### config.mk
export PLATFORM = sky130hd
export DESIGN_NAME = csi_core
export DESIGN_NICKNAME = d
export VERILOG_FILES = /design/src/core/csi_pkg.sv /design/src/core/csi_evt_if.sv /design/src/core/csi_se0_detect.sv /design/src/core/csi_tick_timer.sv /design/src/core/csi_core.sv
export SDC_FILE = /design/constraint.sdc
export NUM_CORES = 1
export LEC_CHECK = 0
export BUFFER_PORTS_ARGS = -buffer_cell sky130_fd_sc_hd__clkbuf_2
export CAP_MARGIN = 0
export CORE_MARGIN = 2
export CORE_UTILIZATION = 50
export CTS_BUF_LIST = sky130_fd_sc_hd__clkbuf_4 sky130_fd_sc_hd__clkbuf_8
export CTS_CLUSTER_DIAMETER = 50
export DETAILED_ROUTE_END_ITERATION = 10
export PLACE_DENSITY = 0.86
export SYNTH_ARGS = -nofsm -noshare
export SYNTH_HDL_FRONTEND = slang
export SYNTH_SLANG_ARGS = --single-unit
### constraint.sdc
create_clock -name clock_i -period 1.7 [get_ports clock_i]
set_input_delay 0.17 -clock clock_i [delete_from_list [all_inputs] [get_ports clock_i]]
set_output_delay 0.17 -clock clock_i [all_outputs]
set_load 0.03 [all_outputs]
### src/core/csi_pkg.sv
package csi_pkg;

  // Port addresses
  localparam logic [7:0] PSC_ADDR = 8'hFF;
  localparam logic [7:0] GIE_ADDR = 8'h20;
  localparam logic [7:0] EPE_ADDR = 8'h21;

  // Processor status and control field positions
  localparam int PSC_RUN = 0;
  localparam int PSC_RSVD = 1;
  localparam int PSC_IE_SENSE = 2;
  localparam int PSC_SUSPEND = 3;
  localparam int PSC_POR = 4;
  localparam int PSC_BUS_RST = 5;
  localparam int PSC_WDOG = 6;
  localparam int PSC_PENDING = 7;
  localparam logic [7:0] PSC_RESET = 8'h11;

  // Global interrupt enable field positions
  localparam int GIE_BUS_RST = 0;
  localparam int GIE_T128 = 1;
  localparam int GIE_T1024 = 2;
  localparam int GIE_HUB = 3;
  localparam int GIE_GPIO = 5;
  localparam int GIE_SERIAL = 6;
  localparam logic [7:0] GIE_WMASK = 8'h6F;
  localparam logic [7:0] GIE_RESET = 8'h00;
  localparam int EPE_W = 5;
  localparam logic [EPE_W-1:0] EPE_RESET = 5'h00;

  // Interrupt sources, highest priority at index 0
  localparam int NSRC = 11;
  localparam int SRC_BUS_RST = 0;
  localparam int SRC_T128 = 1;
  localparam int SRC_T1024 = 2;
  localparam int SRC_EP0 = 3;
  localparam int SRC_HUB = 8;
  localparam int SRC_GPIO = 9;
  localparam int SRC_SERIAL = 10;
  localparam logic [NSRC-1:0] PEND_RESET = 11'h000;

  // Vector number of each source; vector slot 10 has no source here
  localparam logic [3:0] VEC_NUM [NSRC] = '{
    4'h1, 4'h2, 4'h3, 4'h4, 4'h5, 4'h6, 4'h7, 4'h8, 4'h9, 4'hB, 4'hC
  };
  localparam int VEC_W = 14;

  // Timing at the 10 MHz core clock
  localparam int CLK_PERIOD_NS = 100;
  localparam int SE0_MIN_NS = 12000;
  localparam int SE0_CYC = (SE0_MIN_NS + CLK_PERIOD_NS - 1) / CLK_PERIOD_NS;
  localparam int TICK_NS = 128000;
  localparam int TICK_CYC = TICK_NS / CLK_PERIOD_NS;
  localparam int CNT_W = 12;

endpackage

### src/core/csi_evt_if.sv
`timescale 1ns/100ps
interface csi_evt_if;
  logic bus_reset_det;
  logic tick_128us;

  modport det (output bus_reset_det);
  modport tmr (output tick_128us);
  modport core (input bus_reset_det, input tick_128us);
endinterface

### src/core/csi_se0_detect.sv
`timescale 1ns/100ps
module csi_se0_detect (
  input wire logic clock_i,
  input wire logic rst_b_i,
  input wire logic dp_i,
  input wire logic dm_i,
  csi_evt_if.det evt
);
  localparam logic [csi_pkg::CNT_W-1:0] SE0_LAST = csi_pkg::CNT_W'(csi_pkg::SE0_CYC);
  logic [csi_pkg::CNT_W-1:0] cnt_q;
  logic hit_q;

  // Hit needs the full minimum of SE0 samples; the count then parks so a long SE0 reports once
  always_ff @(posedge clock_i or negedge rst_b_i) begin
    if (!rst_b_i) begin
      cnt_q <= '0;
    end else if (dp_i || dm_i) begin
      cnt_q <= '0;
    end else if (cnt_q != SE0_LAST) begin
      cnt_q <= cnt_q + 1'b1;
    end
  end

  always_ff @(posedge clock_i or negedge rst_b_i) begin
    if (!rst_b_i) begin
      hit_q <= 1'b0;
    end else begin
      hit_q <= !dp_i && !dm_i && (cnt_q == SE0_LAST - 1'b1);
    end
  end

  assign evt.bus_reset_det = hit_q;
endmodule // csi_se0_detect

### src/core/csi_tick_timer.sv
`timescale 1ns/100ps
module csi_tick_timer (
  input wire logic clock_i,
  input wire logic rst_b_i,
  csi_evt_if.tmr evt
);
  localparam logic [csi_pkg::CNT_W-1:0] TICK_LAST = csi_pkg::CNT_W'(csi_pkg::TICK_CYC - 1);
  logic [csi_pkg::CNT_W-1:0] cnt_q;
  logic tick_q;

  always_ff @(posedge clock_i or negedge rst_b_i) begin
    if (!rst_b_i) begin
      cnt_q <= '0;
      tick_q <= 1'b0;
    end else begin
      tick_q <= (cnt_q == TICK_LAST);
      cnt_q <= (cnt_q == TICK_LAST) ? '0 : cnt_q + 1'b1;
    end
  end

  assign evt.tick_128us = tick_q;
endmodule // csi_tick_timer

### src/core/csi_core.sv
`timescale 1ns/100ps
// Overview of operation
// - Stop clears status, halts until reset
// - Bit 2 reads enable state, ignores writes
// - Mask, unmask, return, service, stop, watchdog change enable
// - Suspend bit write halts into suspend
// - Enabled pending interrupt or activity wakes
// - Suspend write ignored during bus activity
// - Power-on reset sets bit 4
// - Long single-ended zero sets bit 5
// - Watchdog reset sets bit 6
// - Bit 7 shows pending until serviced
// - Power-up status value is 00010001
// - Start-up watchdog reset gives 01010001
// - Watchdog loads 01XX0001, keeps bits 4-5
// - Every source gated by own enable
// - Global enable bit map, reset zero
// - Timer requests every 128 us when enabled
// - Service clears enable, pending, calls vector
// - Any reset clears all enable registers
// - Per-source pending, highest priority first
module csi_core (
  input wire logic clock_i,
  input wire logic rst_b_i,
  input wire logic watchdog_reset_event_i,
  input wire logic io_wr_i,
  input wire logic io_rd_i,
  input wire logic [7:0] io_addr_i,
  input wire logic [7:0] io_wdata_i,
  output logic [7:0] io_rdata_o,
  input wire logic stop_instruction_i,
  input wire logic mask_all_instruction_i,
  input wire logic unmask_all_instruction_i,
  input wire logic return_from_isr_instruction_i,
  input wire logic instr_done_i,
  input wire logic usb_activity_i,
  input wire logic dp_i,
  input wire logic dm_i,
  input wire logic timer_1024us_i,
  input wire logic [csi_pkg::EPE_W-1:0] endpoint_irq_i,
  input wire logic hub_irq_i,
  input wire logic gpio_irq_i,
  input wire logic serial_irq_i,
  output logic core_halted_o,
  output logic suspend_o,
  output logic irq_take_o,
  output logic [csi_pkg::VEC_W-1:0] irq_vector_o
);

  csi_evt_if evt ();

  csi_se0_detect u_se0 (
    .clock_i(clock_i),
    .rst_b_i(rst_b_i),
    .dp_i(dp_i),
    .dm_i(dm_i),
    .evt(evt.det)
  );

  csi_tick_timer u_tick (
    .clock_i(clock_i),
    .rst_b_i(rst_b_i),
    .evt(evt.tmr)
  );

  logic run_q;
  logic suspend_q;
  logic por_q;
  logic bus_rst_q;
  logic wdog_q;
  logic ie_q;
  logic [7:0] gie_q;
  logic [csi_pkg::EPE_W-1:0] epe_q;
  logic [csi_pkg::NSRC-1:0] pend_q;
  logic [csi_pkg::NSRC-1:0] src_raw;
  logic [csi_pkg::NSRC-1:0] src_en;
  logic [csi_pkg::NSRC-1:0] req;
  logic [csi_pkg::NSRC-1:0] take_oh;
  logic irq_take_q;
  logic [csi_pkg::VEC_W-1:0] vector_q;
  logic [7:0] rdata_q;
  logic psc_wr;
  logic gie_wr;
  logic epe_wr;
  logic running;
  logic service;
  logic wake;
  logic [csi_pkg::VEC_W-1:0] vector_d;
  logic [7:0] status;
  logic pend_clr;
  logic psc_flag_wr;

  // Lowest set bit wins, matching vector priority
  function automatic logic [csi_pkg::NSRC-1:0] first_one(input logic [csi_pkg::NSRC-1:0] v);
    logic [csi_pkg::NSRC-1:0] r;
    r = '0;
    for (int i = csi_pkg::NSRC - 1; i >= 0; i--) begin
      if (v[i]) begin
        r = '0;
        r[i] = 1'b1;
      end
    end
    return r;
  endfunction

  // Port address match, shared by every write decode
  function automatic logic addr_hit(input logic [7:0] addr, input logic [7:0] reg_addr);
    return addr == reg_addr;
  endfunction

  assign psc_wr = io_wr_i && addr_hit(io_addr_i, csi_pkg::PSC_ADDR);
  assign gie_wr = io_wr_i && addr_hit(io_addr_i, csi_pkg::GIE_ADDR);
  assign epe_wr = io_wr_i && addr_hit(io_addr_i, csi_pkg::EPE_ADDR);
  // A watchdog cycle keeps the power-on and bus flags, so a racing write is dropped
  assign psc_flag_wr = psc_wr && !watchdog_reset_event_i;
  // Watchdog and stop both wipe the interrupt state in one cycle
  assign pend_clr = watchdog_reset_event_i || stop_instruction_i;
  // Suspend stops fetch without touching the run bit
  assign running = run_q && !suspend_q;

  // Raw source events; the 128 us tick is only raised while enabled
  always_comb begin
    src_raw = '0;
    src_raw[csi_pkg::SRC_BUS_RST] = evt.bus_reset_det;
    src_raw[csi_pkg::SRC_T128] = evt.tick_128us && gie_q[csi_pkg::GIE_T128];
    src_raw[csi_pkg::SRC_T1024] = timer_1024us_i;
    src_raw[csi_pkg::SRC_EP0 +: csi_pkg::EPE_W] = endpoint_irq_i;
    src_raw[csi_pkg::SRC_HUB] = hub_irq_i;
    src_raw[csi_pkg::SRC_GPIO] = gpio_irq_i;
    src_raw[csi_pkg::SRC_SERIAL] = serial_irq_i;
  end

  // Per-source enable mapping
  always_comb begin
    src_en = '0;
    src_en[csi_pkg::SRC_BUS_RST] = gie_q[csi_pkg::GIE_BUS_RST];
    src_en[csi_pkg::SRC_T128] = gie_q[csi_pkg::GIE_T128];
    src_en[csi_pkg::SRC_T1024] = gie_q[csi_pkg::GIE_T1024];
    src_en[csi_pkg::SRC_EP0 +: csi_pkg::EPE_W] = epe_q;
    src_en[csi_pkg::SRC_HUB] = gie_q[csi_pkg::GIE_HUB];
    src_en[csi_pkg::SRC_GPIO] = gie_q[csi_pkg::GIE_GPIO];
    src_en[csi_pkg::SRC_SERIAL] = gie_q[csi_pkg::GIE_SERIAL];
  end

  assign req = pend_q & src_en;
  // Taken only at an instruction boundary with the core enabled
  assign service = running && ie_q && instr_done_i && (|req);
  assign take_oh = service ? first_one(req) : '0;
  // Wake ignores the core enable: an enabled source resumes even while masked
  assign wake = suspend_q && (usb_activity_i || (|req));

  // Select is one-hot, so at most one vector is picked
  always_comb begin
    vector_d = '0;
    for (int i = 0; i < csi_pkg::NSRC; i++) begin
      if (take_oh[i]) begin
        vector_d = {9'h000, csi_pkg::VEC_NUM[i], 1'b0};
      end
    end
  end

  // Pending flip-flops: a new event beats the service clear
  generate
    for (genvar g = 0; g < csi_pkg::NSRC; g++) begin : g_pend
      always_ff @(posedge clock_i or negedge rst_b_i) begin
        if (!rst_b_i) begin
          pend_q[g] <= csi_pkg::PEND_RESET[g];
        end else if (pend_clr) begin
          pend_q[g] <= 1'b0;
        end else if (src_raw[g]) begin
          pend_q[g] <= 1'b1;
        end else if (take_oh[g]) begin
          pend_q[g] <= 1'b0;
        end
      end
    end
  endgenerate

  // Core global interrupt enable; service beats unmask, so nesting needs a fresh unmask
  always_ff @(posedge clock_i or negedge rst_b_i) begin
    if (!rst_b_i) begin
      ie_q <= 1'b0;
    end else if (pend_clr) begin
      ie_q <= 1'b0;
    end else if (service) begin
      ie_q <= 1'b0;
    end else if (mask_all_instruction_i) begin
      ie_q <= 1'b0;
    end else if (unmask_all_instruction_i || return_from_isr_instruction_i) begin
      ie_q <= 1'b1;
    end
  end

  // Global enable register, cleared by every reset
  always_ff @(posedge clock_i or negedge rst_b_i) begin
    if (!rst_b_i) begin
      gie_q <= csi_pkg::GIE_RESET;
    end else if (watchdog_reset_event_i) begin
      gie_q <= csi_pkg::GIE_RESET;
    end else if (gie_wr) begin
      gie_q <= io_wdata_i & csi_pkg::GIE_WMASK;
    end
  end

  // Endpoint enable register, cleared by every reset
  always_ff @(posedge clock_i or negedge rst_b_i) begin
    if (!rst_b_i) begin
      epe_q <= csi_pkg::EPE_RESET;
    end else if (watchdog_reset_event_i) begin
      epe_q <= csi_pkg::EPE_RESET;
    end else if (epe_wr) begin
      epe_q <= io_wdata_i[csi_pkg::EPE_W-1:0];
    end
  end

  // Run bit
  always_ff @(posedge clock_i or negedge rst_b_i) begin
    if (!rst_b_i) begin
      run_q <= csi_pkg::PSC_RESET[csi_pkg::PSC_RUN];
    end else if (watchdog_reset_event_i) begin
      run_q <= 1'b1;
    end else if (stop_instruction_i) begin
      run_q <= 1'b0;
    end else if (psc_wr) begin
      run_q <= io_wdata_i[csi_pkg::PSC_RUN];
    end
  end

  // Suspend bit; refused while the bus is active
  always_ff @(posedge clock_i or negedge rst_b_i) begin
    if (!rst_b_i) begin
      suspend_q <= csi_pkg::PSC_RESET[csi_pkg::PSC_SUSPEND];
    end else if (pend_clr) begin
      suspend_q <= 1'b0;
    end else if (wake) begin
      suspend_q <= 1'b0;
    end else if (psc_wr) begin
      suspend_q <= io_wdata_i[csi_pkg::PSC_SUSPEND] && !usb_activity_i;
    end
  end

  // Power-on flag survives a watchdog reset
  always_ff @(posedge clock_i or negedge rst_b_i) begin
    if (!rst_b_i) begin
      por_q <= csi_pkg::PSC_RESET[csi_pkg::PSC_POR];
    end else if (stop_instruction_i) begin
      por_q <= 1'b0;
    end else if (psc_flag_wr) begin
      por_q <= io_wdata_i[csi_pkg::PSC_POR];
    end
  end

  // Bus reset flag; detection wins over a firmware clear
  always_ff @(posedge clock_i or negedge rst_b_i) begin
    if (!rst_b_i) begin
      bus_rst_q <= csi_pkg::PSC_RESET[csi_pkg::PSC_BUS_RST];
    end else if (evt.bus_reset_det) begin
      bus_rst_q <= 1'b1;
    end else if (stop_instruction_i) begin
      bus_rst_q <= 1'b0;
    end else if (psc_flag_wr) begin
      bus_rst_q <= io_wdata_i[csi_pkg::PSC_BUS_RST];
    end
  end

  // Watchdog flag; the start-up suspend watchdog lands here too
  always_ff @(posedge clock_i or negedge rst_b_i) begin
    if (!rst_b_i) begin
      wdog_q <= csi_pkg::PSC_RESET[csi_pkg::PSC_WDOG];
    end else if (watchdog_reset_event_i) begin
      wdog_q <= 1'b1;
    end else if (stop_instruction_i) begin
      wdog_q <= 1'b0;
    end else if (psc_wr) begin
      wdog_q <= io_wdata_i[csi_pkg::PSC_WDOG];
    end
  end

  // Service strobe, one cycle after the take edge
  always_ff @(posedge clock_i or negedge rst_b_i) begin
    if (!rst_b_i) begin
      irq_take_q <= 1'b0;
    end else begin
      irq_take_q <= service;
    end
  end

  // Vector of the last serviced source, held for the core's call
  always_ff @(posedge clock_i or negedge rst_b_i) begin
    if (!rst_b_i) begin
      vector_q <= '0;
    end else if (service) begin
      vector_q <= vector_d;
    end
  end

  // Status byte built from the field positions; reserved bit 1 stays zero
  always_comb begin
    status = 8'h00;
    status[csi_pkg::PSC_RUN] = run_q;
    status[csi_pkg::PSC_IE_SENSE] = ie_q;
    status[csi_pkg::PSC_SUSPEND] = suspend_q;
    status[csi_pkg::PSC_POR] = por_q;
    status[csi_pkg::PSC_BUS_RST] = bus_rst_q;
    status[csi_pkg::PSC_WDOG] = wdog_q;
    status[csi_pkg::PSC_PENDING] = |pend_q;
  end

  // Read data registered one cycle after the read strobe
  always_ff @(posedge clock_i or negedge rst_b_i) begin
    if (!rst_b_i) begin
      rdata_q <= 8'h00;
    end else if (io_rd_i) begin
      unique case (io_addr_i)
        csi_pkg::PSC_ADDR: begin
          rdata_q <= status;
        end
        csi_pkg::GIE_ADDR: begin
          rdata_q <= gie_q;
        end
        csi_pkg::EPE_ADDR: begin
          rdata_q <= {3'h0, epe_q};
        end
        default: begin
          // Unmapped ports read as zero
          rdata_q <= 8'h00;
        end
      endcase
    end
  end

  assign io_rdata_o = rdata_q;
  assign core_halted_o = !running;
  assign suspend_o = suspend_q;
  assign irq_take_o = irq_take_q;
  assign irq_vector_o = vector_q;

endmodule // csi_core

Word level (Yosys, flattened, before mapping). Index checks and enable logic that the tools add are counted.

Logic and storage cells: 161. Output and inout port bits: 25. Register bits after elaboration: 79.

Bitwise gates (word level): 1. Multiplexer cells: 82. Add/subtract/negate cells: 2. Equal/unequal tests: 6. Reduce and logical (&&, ||, !) cells: 44.

Operator list (count): 14-bit 2-to-1 mux (10); 11-bit 2-to-1 mux (12); 1-bit 2-to-1 mux (51); 3-bit nonzero test (14); 12-bit 2-to-1 mux (3); 12-bit by 1-bit adder with 12-bit output (second input constant) (2); 8-bit case mux with 3 select lines (1); 11-bit OR reduction (2); 8-bit by 6-bit == test with 1-bit output (second input constant) (2); 8-bit 2-to-1 mux (2); 1-bit logical AND (13); 12-bit by 11-bit == test with 1-bit output (second input constant) (1); 12-bit by 7-bit == test with 1-bit output (second input constant) (1); 12-bit by 7-bit != test with 1-bit output (second input constant) (1); 11-bit AND (1); 5-bit 2-to-1 mux (2); 8-bit == test (second input constant) (1); 2-bit nonzero test (4); 1-bit logical NOT (6); 1-bit logical OR (4); 4-bit nonzero test (1); 2-bit 2-to-1 mux (1).

Logic depth before layout (Yosys ltp).
Depth after elaboration: 24. Gate-level depth with buffers: 6. Gate-level depth less buffers: 6.

Hierarchy. A second synthesis with hierarchy kept.

Cells, all modules: 360. Area total of the unflattened synthesis: 3530.9 um^2.

By module, submodules not included: csi_core (instances 1, cells each 228, area each 2153.3 um^2, seq. area each 1028.5 um^2); csi_se0_detect (instances 1, cells each 75, area each 738.2 um^2, seq. area each 325.3 um^2); csi_tick_timer (instances 1, cells each 57, area each 639.4 um^2, seq. area each 325.3 um^2).

Least setup slack after synthesis. OpenSTA, ideal clock, no wires.

Path kind: register -> register. Start: register epe_q[4] (netlist name). End: register suspend_q (netlist: suspend_o). Library setup time: 0.111 ns. Period minus slack after synthesis: 1.739 ns. Path slack: -0.039 ns. Data arrival time: 1.627 ns. Buffers on the path: 0. Data required time: 1.589 ns. Stages on the path, launching flop included: 4. Path through: dfrtp_1 > a222oi_1 > nand3_1 > a2111oi_2.

Cells in the longest elaborated chain, start to end: 6. Elaborated cells on any way between the ends: 7. Classes of those cells: 2 x mux; 1 x bitwise; 4 x reduce/logical.

Ends and longest elaborated chain: start, declared (line csi_core.sv:73) `logic [csi_pkg::EPE_W-1:0] epe_q;`; start signal, assigned (line csi_core.sv:208) `epe_q <= csi_pkg::EPE_RESET;`; start signal, assigned (line csi_core.sv:210) `epe_q <= csi_pkg::EPE_RESET;`; start signal, assigned (line csi_core.sv:212) `epe_q <= io_wdata_i[csi_pkg::EPE_W-1:0];`; 11-bit AND (*) (line csi_core.sv:145) `assign req = pend_q & src_en;`; 11-bit OR reduction (*) (line csi_core.sv:150) `assign wake = suspend_q && (usb_activity_i || (|req));`; 1-bit logical OR (*) (line csi_core.sv:150); 1-bit logical AND (*) (line csi_core.sv:150); 1-bit 2-to-1 mux (line csi_core.sv:235) `end else if (wake) begin`; 1-bit 2-to-1 mux (line csi_core.sv:233) `end else if (pend_clr) begin`; end signal, assigned (line csi_core.sv:232) `suspend_q <= csi_pkg::PSC_RESET[csi_pkg::PSC_SUSPEND];`; end signal, assigned (line csi_core.sv:238) `suspend_q <= io_wdata_i[csi_pkg::PSC_SUSPEND] && !usb_activity_i;`; end, declared (line csi_core.sv:67) `logic suspend_q;`.

Every way passes the cells marked *; elsewhere a longest branch is shown, timed or not. A chain may end at the register's enable or synchronous reset.

Worst setup path after layout.
Start: register u_se0.cnt_q[0] (netlist name). End: register u_se0.cnt_q[2] (netlist name).

Cells in the longest elaborated chain, start to end: 3. Elaborated cells on any way between the ends: 5. Classes of those cells: 1 x add/sub; 1 x eq/ne; 2 x mux; 1 x reduce/logical.

Ends and longest elaborated chain: start, declared (line csi_se0_detect.sv:10) `logic [csi_pkg::CNT_W-1:0] cnt_q;`; start signal, assigned (line csi_se0_detect.sv:20) `cnt_q <= cnt_q + 1'b1;`; 12-bit by 1-bit adder with 12-bit output (line csi_se0_detect.sv:20); 12-bit 2-to-1 mux (line csi_se0_detect.sv:19) `end else if (cnt_q != SE0_LAST) begin`; 12-bit 2-to-1 mux (line csi_se0_detect.sv:17) `end else if (dp_i || dm_i) begin`.

Several ways; a longest one is shown, not always the timed one. The select of a mux whose other input is x is not followed.

==> summary.txt <==
Finish
  – Commonest non-fill, non-tap cell in the layout: dfrtp_1
  – Final Non-Filler Cells: 491
  – Layout cells sized above 1: 25.8%
  – # fillers: around 530
  – Design Area, Final: 4050 um^2
  – Antenna Cells: 0
  – Final core occ: 63.0%
  – Flip-flop and latch area: 1680 um^2
  – Most frequent cells in the layout: dfrtp_1 (65), clkbuf_2 (51), nor2_1 (37)
  – Area occupied by multi-input gates: between 1500 and 2000 um^2
  – P&R area growth vs syn: 21.0%
  – # nets final: 452

Place
  – RD Place Congestion: about 0.91
  – Dpl hpwl: 5900 um
  – Placed cells: 475
  – DP Worst Slack: 0.0438 ns
  – DP Area: around 3800 um^2
  – Port buffer count: 51

Worst setup path
  – Required @ worst endpoint: a little under 2 ns
  – CP Max Fanout: 4
  – Arrival time worst endpoint: between 1.5 and 2 ns
  – Startpoint types: flip-flop
  – Setup crit end kind: flip-flop
  – Critical path type: reg2reg

STA
  – Max-slew violation count: 0
  – Final Hold Violating Endpoints: 1
  – Min Clock Period, post-route: 1.67 ns
  – RSZ-0062 raised after global routing: yes
  – Achievable Freq: about 600 MHz
  – Period utilization: between 90% and 100%
  – Slew @ Worst Pin: 0.569 ns
  – Worst Skew: 0.00929 ns
  – Setup TNS: 0 ns
  – Final setup fails: 0
  – WHS: -0.00221 ns
  – Max transition margin: 61.7%
  – Setup ws final: 0.0295 ns

Routing
  – ANT nets after route: 0
  – DRC viols: 5
  – Metal1 wirelength: between 3000 and 4000 um
  – Via count: 2891
  – Routed met2 length: 4040 um
  – DRT Pass-1 Iters: 9
  – Routed wire per std cell: 16.5 um
  – Metal3 WL: 461 um
  – Routed WL: roughly 8100 um
  – DR vias/cell: 5.89
  – Top layer in use: met4
  – Initial DRC Count: 247

Logic synthesis
  – Synth warn: 0
  – Mux cell area share after synthesis: 6.74%
  – FF+latch count, synth: 67
  – Post-synth ARST share: 100%
  – Sequential element share of the synthesized area: 50.2%
  – Adder-cell share of the synthesized area: about 1.1%
  – Mapped Cells: 332
  – Syn Std Cell Area: 3340 um^2
  – EDFF count, synth: 0
  – Most common flop cell mapped by yosys: dfrtp_1
  – Top cells by area, synth: dfrtp_1 (49%), mux2i_1 (5.4%), nor2_1 (4.2%), xor2_1 (2.9%), nand2_1 (2.8%)
  – Synth area leader: dfrtp_1
  – Simple-gate share of the synthesized area: 20.4%
  – Synth Area in XOR/XNOR: 4.45%
  – Syn_area_per_cell: 10.1 um^2
  – Share of the synthesized area in the top cell type: 48.7%
  – Largest family of logic cells by synthesized area: simple AND/OR/NAND/NOR gates
  – Count of different cell masters after synthesis: 51
  – Synth Area in Compound Gates: roughly an eighth

Pwr
  – Part of the power in registers: 50.7%
  – IR drop worst, VDD: 0.639 mV
  – Internal power: 0.00249 W
  – LEAKAGE: 1.94 nW
  – Comb pwr share: 7.9%
  – Sw Ratio: a little under a quarter
  – Pwr/cell area: 804 nW/um^2
  – Clk pwr share: 41.4%
  – P_sw: 0.000766 W

Hold path
  – HP Class: in2reg

Global routing
  – Total GRT Usage: about a quarter
  – First-pass GRT wire length: 13400 um
  – Vias in the first global route: 2833
  – Largest net degree at the start of global routing: 68
  – Total gr overflow: 0
  – Antenna violations before repair: 0

CTS
  – Clk pin slew, worst setup/hold paths: around 0.07 ns
  – Clock root cell: clkbuf_8
  – CTS Sinks: 67
  – Clk buf depth: 2
  – H-tree depth: 3
  – CTS buffer count: 9
  – Worst-skew pair later-pin latency: 0.34 ns
  – TritonCTS clock tree: built

Floorplanning
  – Number of core rows: 29
  – Die ar.: 7360 um^2
  – Core Area: 6420 um^2
  – I/O pin count: 63
  – Die Ht: 85.8 um
  – Initial core utilization: 52.1%
  – Die width: 85.8 um

Run status
  – Failing checks: DRC, hold timing
  – Status: finished, violations left

Job
  – Max Cap Viol: 0
==> final timing paths <==
check | from | end | slack [ns] | cells after the start
worst max-delay path | u_se0.cnt_q[0] | u_se0.cnt_q[2] | 0.03 | 6
worst min-delay path | usb_activity_i | suspend_o | -0.002 | 2
worst max register to register | u_se0.cnt_q[0] | u_se0.cnt_q[2] | 0.03 | 6
worst min register to register | u_tick.cnt_q[0] | u_tick.cnt_q[0] | 0.45 | 1
max in group asynchronous | rst_b_i | por_q | 0.98 | 3
min in group asynchronous | rst_b_i | u_se0.cnt_q[3] | 0.37 | 3
==> Yosys cell counts, types with 2 or more instances <==
library cell  instances
a21oi_1              10
a222oi_1              4
a22o_1                2
a22oi_1               5
a31oi_1               6
a32o_1                2
a32oi_1               4
a41oi_1               2
and2_1                2
and3_1                6
and4_1                4
buf_4                10
clkbuf_1              5
dfrtp_1              65
dfstp_2               2
ha_1                  3
inv_1                13
mux2_2                4
mux2i_1              18
nand2_1              25
nand2b_1              2
nand3_1              17
nand3b_1              3
nand4_1               8
nor2_1               37
nor3_1                8
nor3b_1               2
nor4_1                7
nor4b_1               2
o21a_1                3
o21ai_0              14
o21bai_1              2
or2_2                 2
xnor2_1               6
xor2_1               11
==> metrics by stage <==
step	power, W	hold WS [ns]
6_report	0.00325	-0.00221
5_1_grt	0.00338	0.00242
4_1_cts	0.00327	0.00171
3_5_place_dp	0.00193	0.221
3_3_place_gp	0.00192	0.213
2_1_floorplan	0.00181	-0.126
==> cell families after synthesis <==
kind of cell / count (synthesis)
buffers and inverters: 31
other: 1
multiplexers: 22
flip-flops: 67
AND/OR/NAND/NOR: 132
adder cells (fa/ha/maj): 3
AO/OA/AOI/OAI: 59
XOR/XNOR: 17
==> layout make-up <==
| class | instances | share of cell area (%) |
|---|---|---|
| Sequential cell | 67 | 41.5 |
| Tap cell | 77 | 2.38 |
| Clock inverter | 2 | 0.866 |
| Timing Repair Buffer | 76 | 11.4 |
| Clock buffer | 12 | 4.08 |
| Inverter | 14 | 1.30 |
| Multi-Input combinational cell | 243 | 38.5 |
==> state kept, by name, summed over array words and instances, names as in the netlist <==
signal	flops
pend_q	11
ie_q	1
u_tick.evt.tick_128us	1
irq_vector_o	4
irq_take_o	1
epe_q	5
por_q	1
u_tick.cnt_q	12
bus_rst_q	1
u_se0.cnt_q	12
u_se0.evt.bus_reset_det	1
suspend_o	1
run_q	1
wdog_q	1
io_rdata_o	8
gie_q	6
==> repair_timing <==
| item | 4_1_cts | 5_1_grt |
|---|---|---|
| gates resized for setup | 0 | 5 |
| setup endpoints to repair | 0 | 8 |
| endpoints found under the hold margin | 66 | 0 |
| hold buffers | 2 | 0 |
| setup buffers | 0 | 0 |
==> power groups by stage <==
stage	clock network, W	registers (W)	logic [W]
after CTS	0.00137	0.00165	0.000256
final	0.00135	0.00165	0.000255
after detailed placement	0	0.00168	0.000252
after global placement	0	0.00168	0.000244
after global routing	0.00145	0.00165	0.000281
after floorplan	0	0.00169	0.000122
==> routing by layer <==
layer | vias to the layer above | track usage, %
met2 | 131 | 39.3
met4 | 0 | 11.1
met3 | 24 | 3.37
met5 | - | 0
li1 | 1343 | -
met1 | 1393 | 29.9
==> worst max-delay path: stages, from the launching register on <==
cell	delay [ns]
dfrtp_1	0.40
inv_2	0.06
ha_1	0.20
nand3b_1	0.07
and4bb_2	0.26
or3b_2	0.47
a21oi_2	0.13
Note: power is estimated with default switching activity, not from simulation.
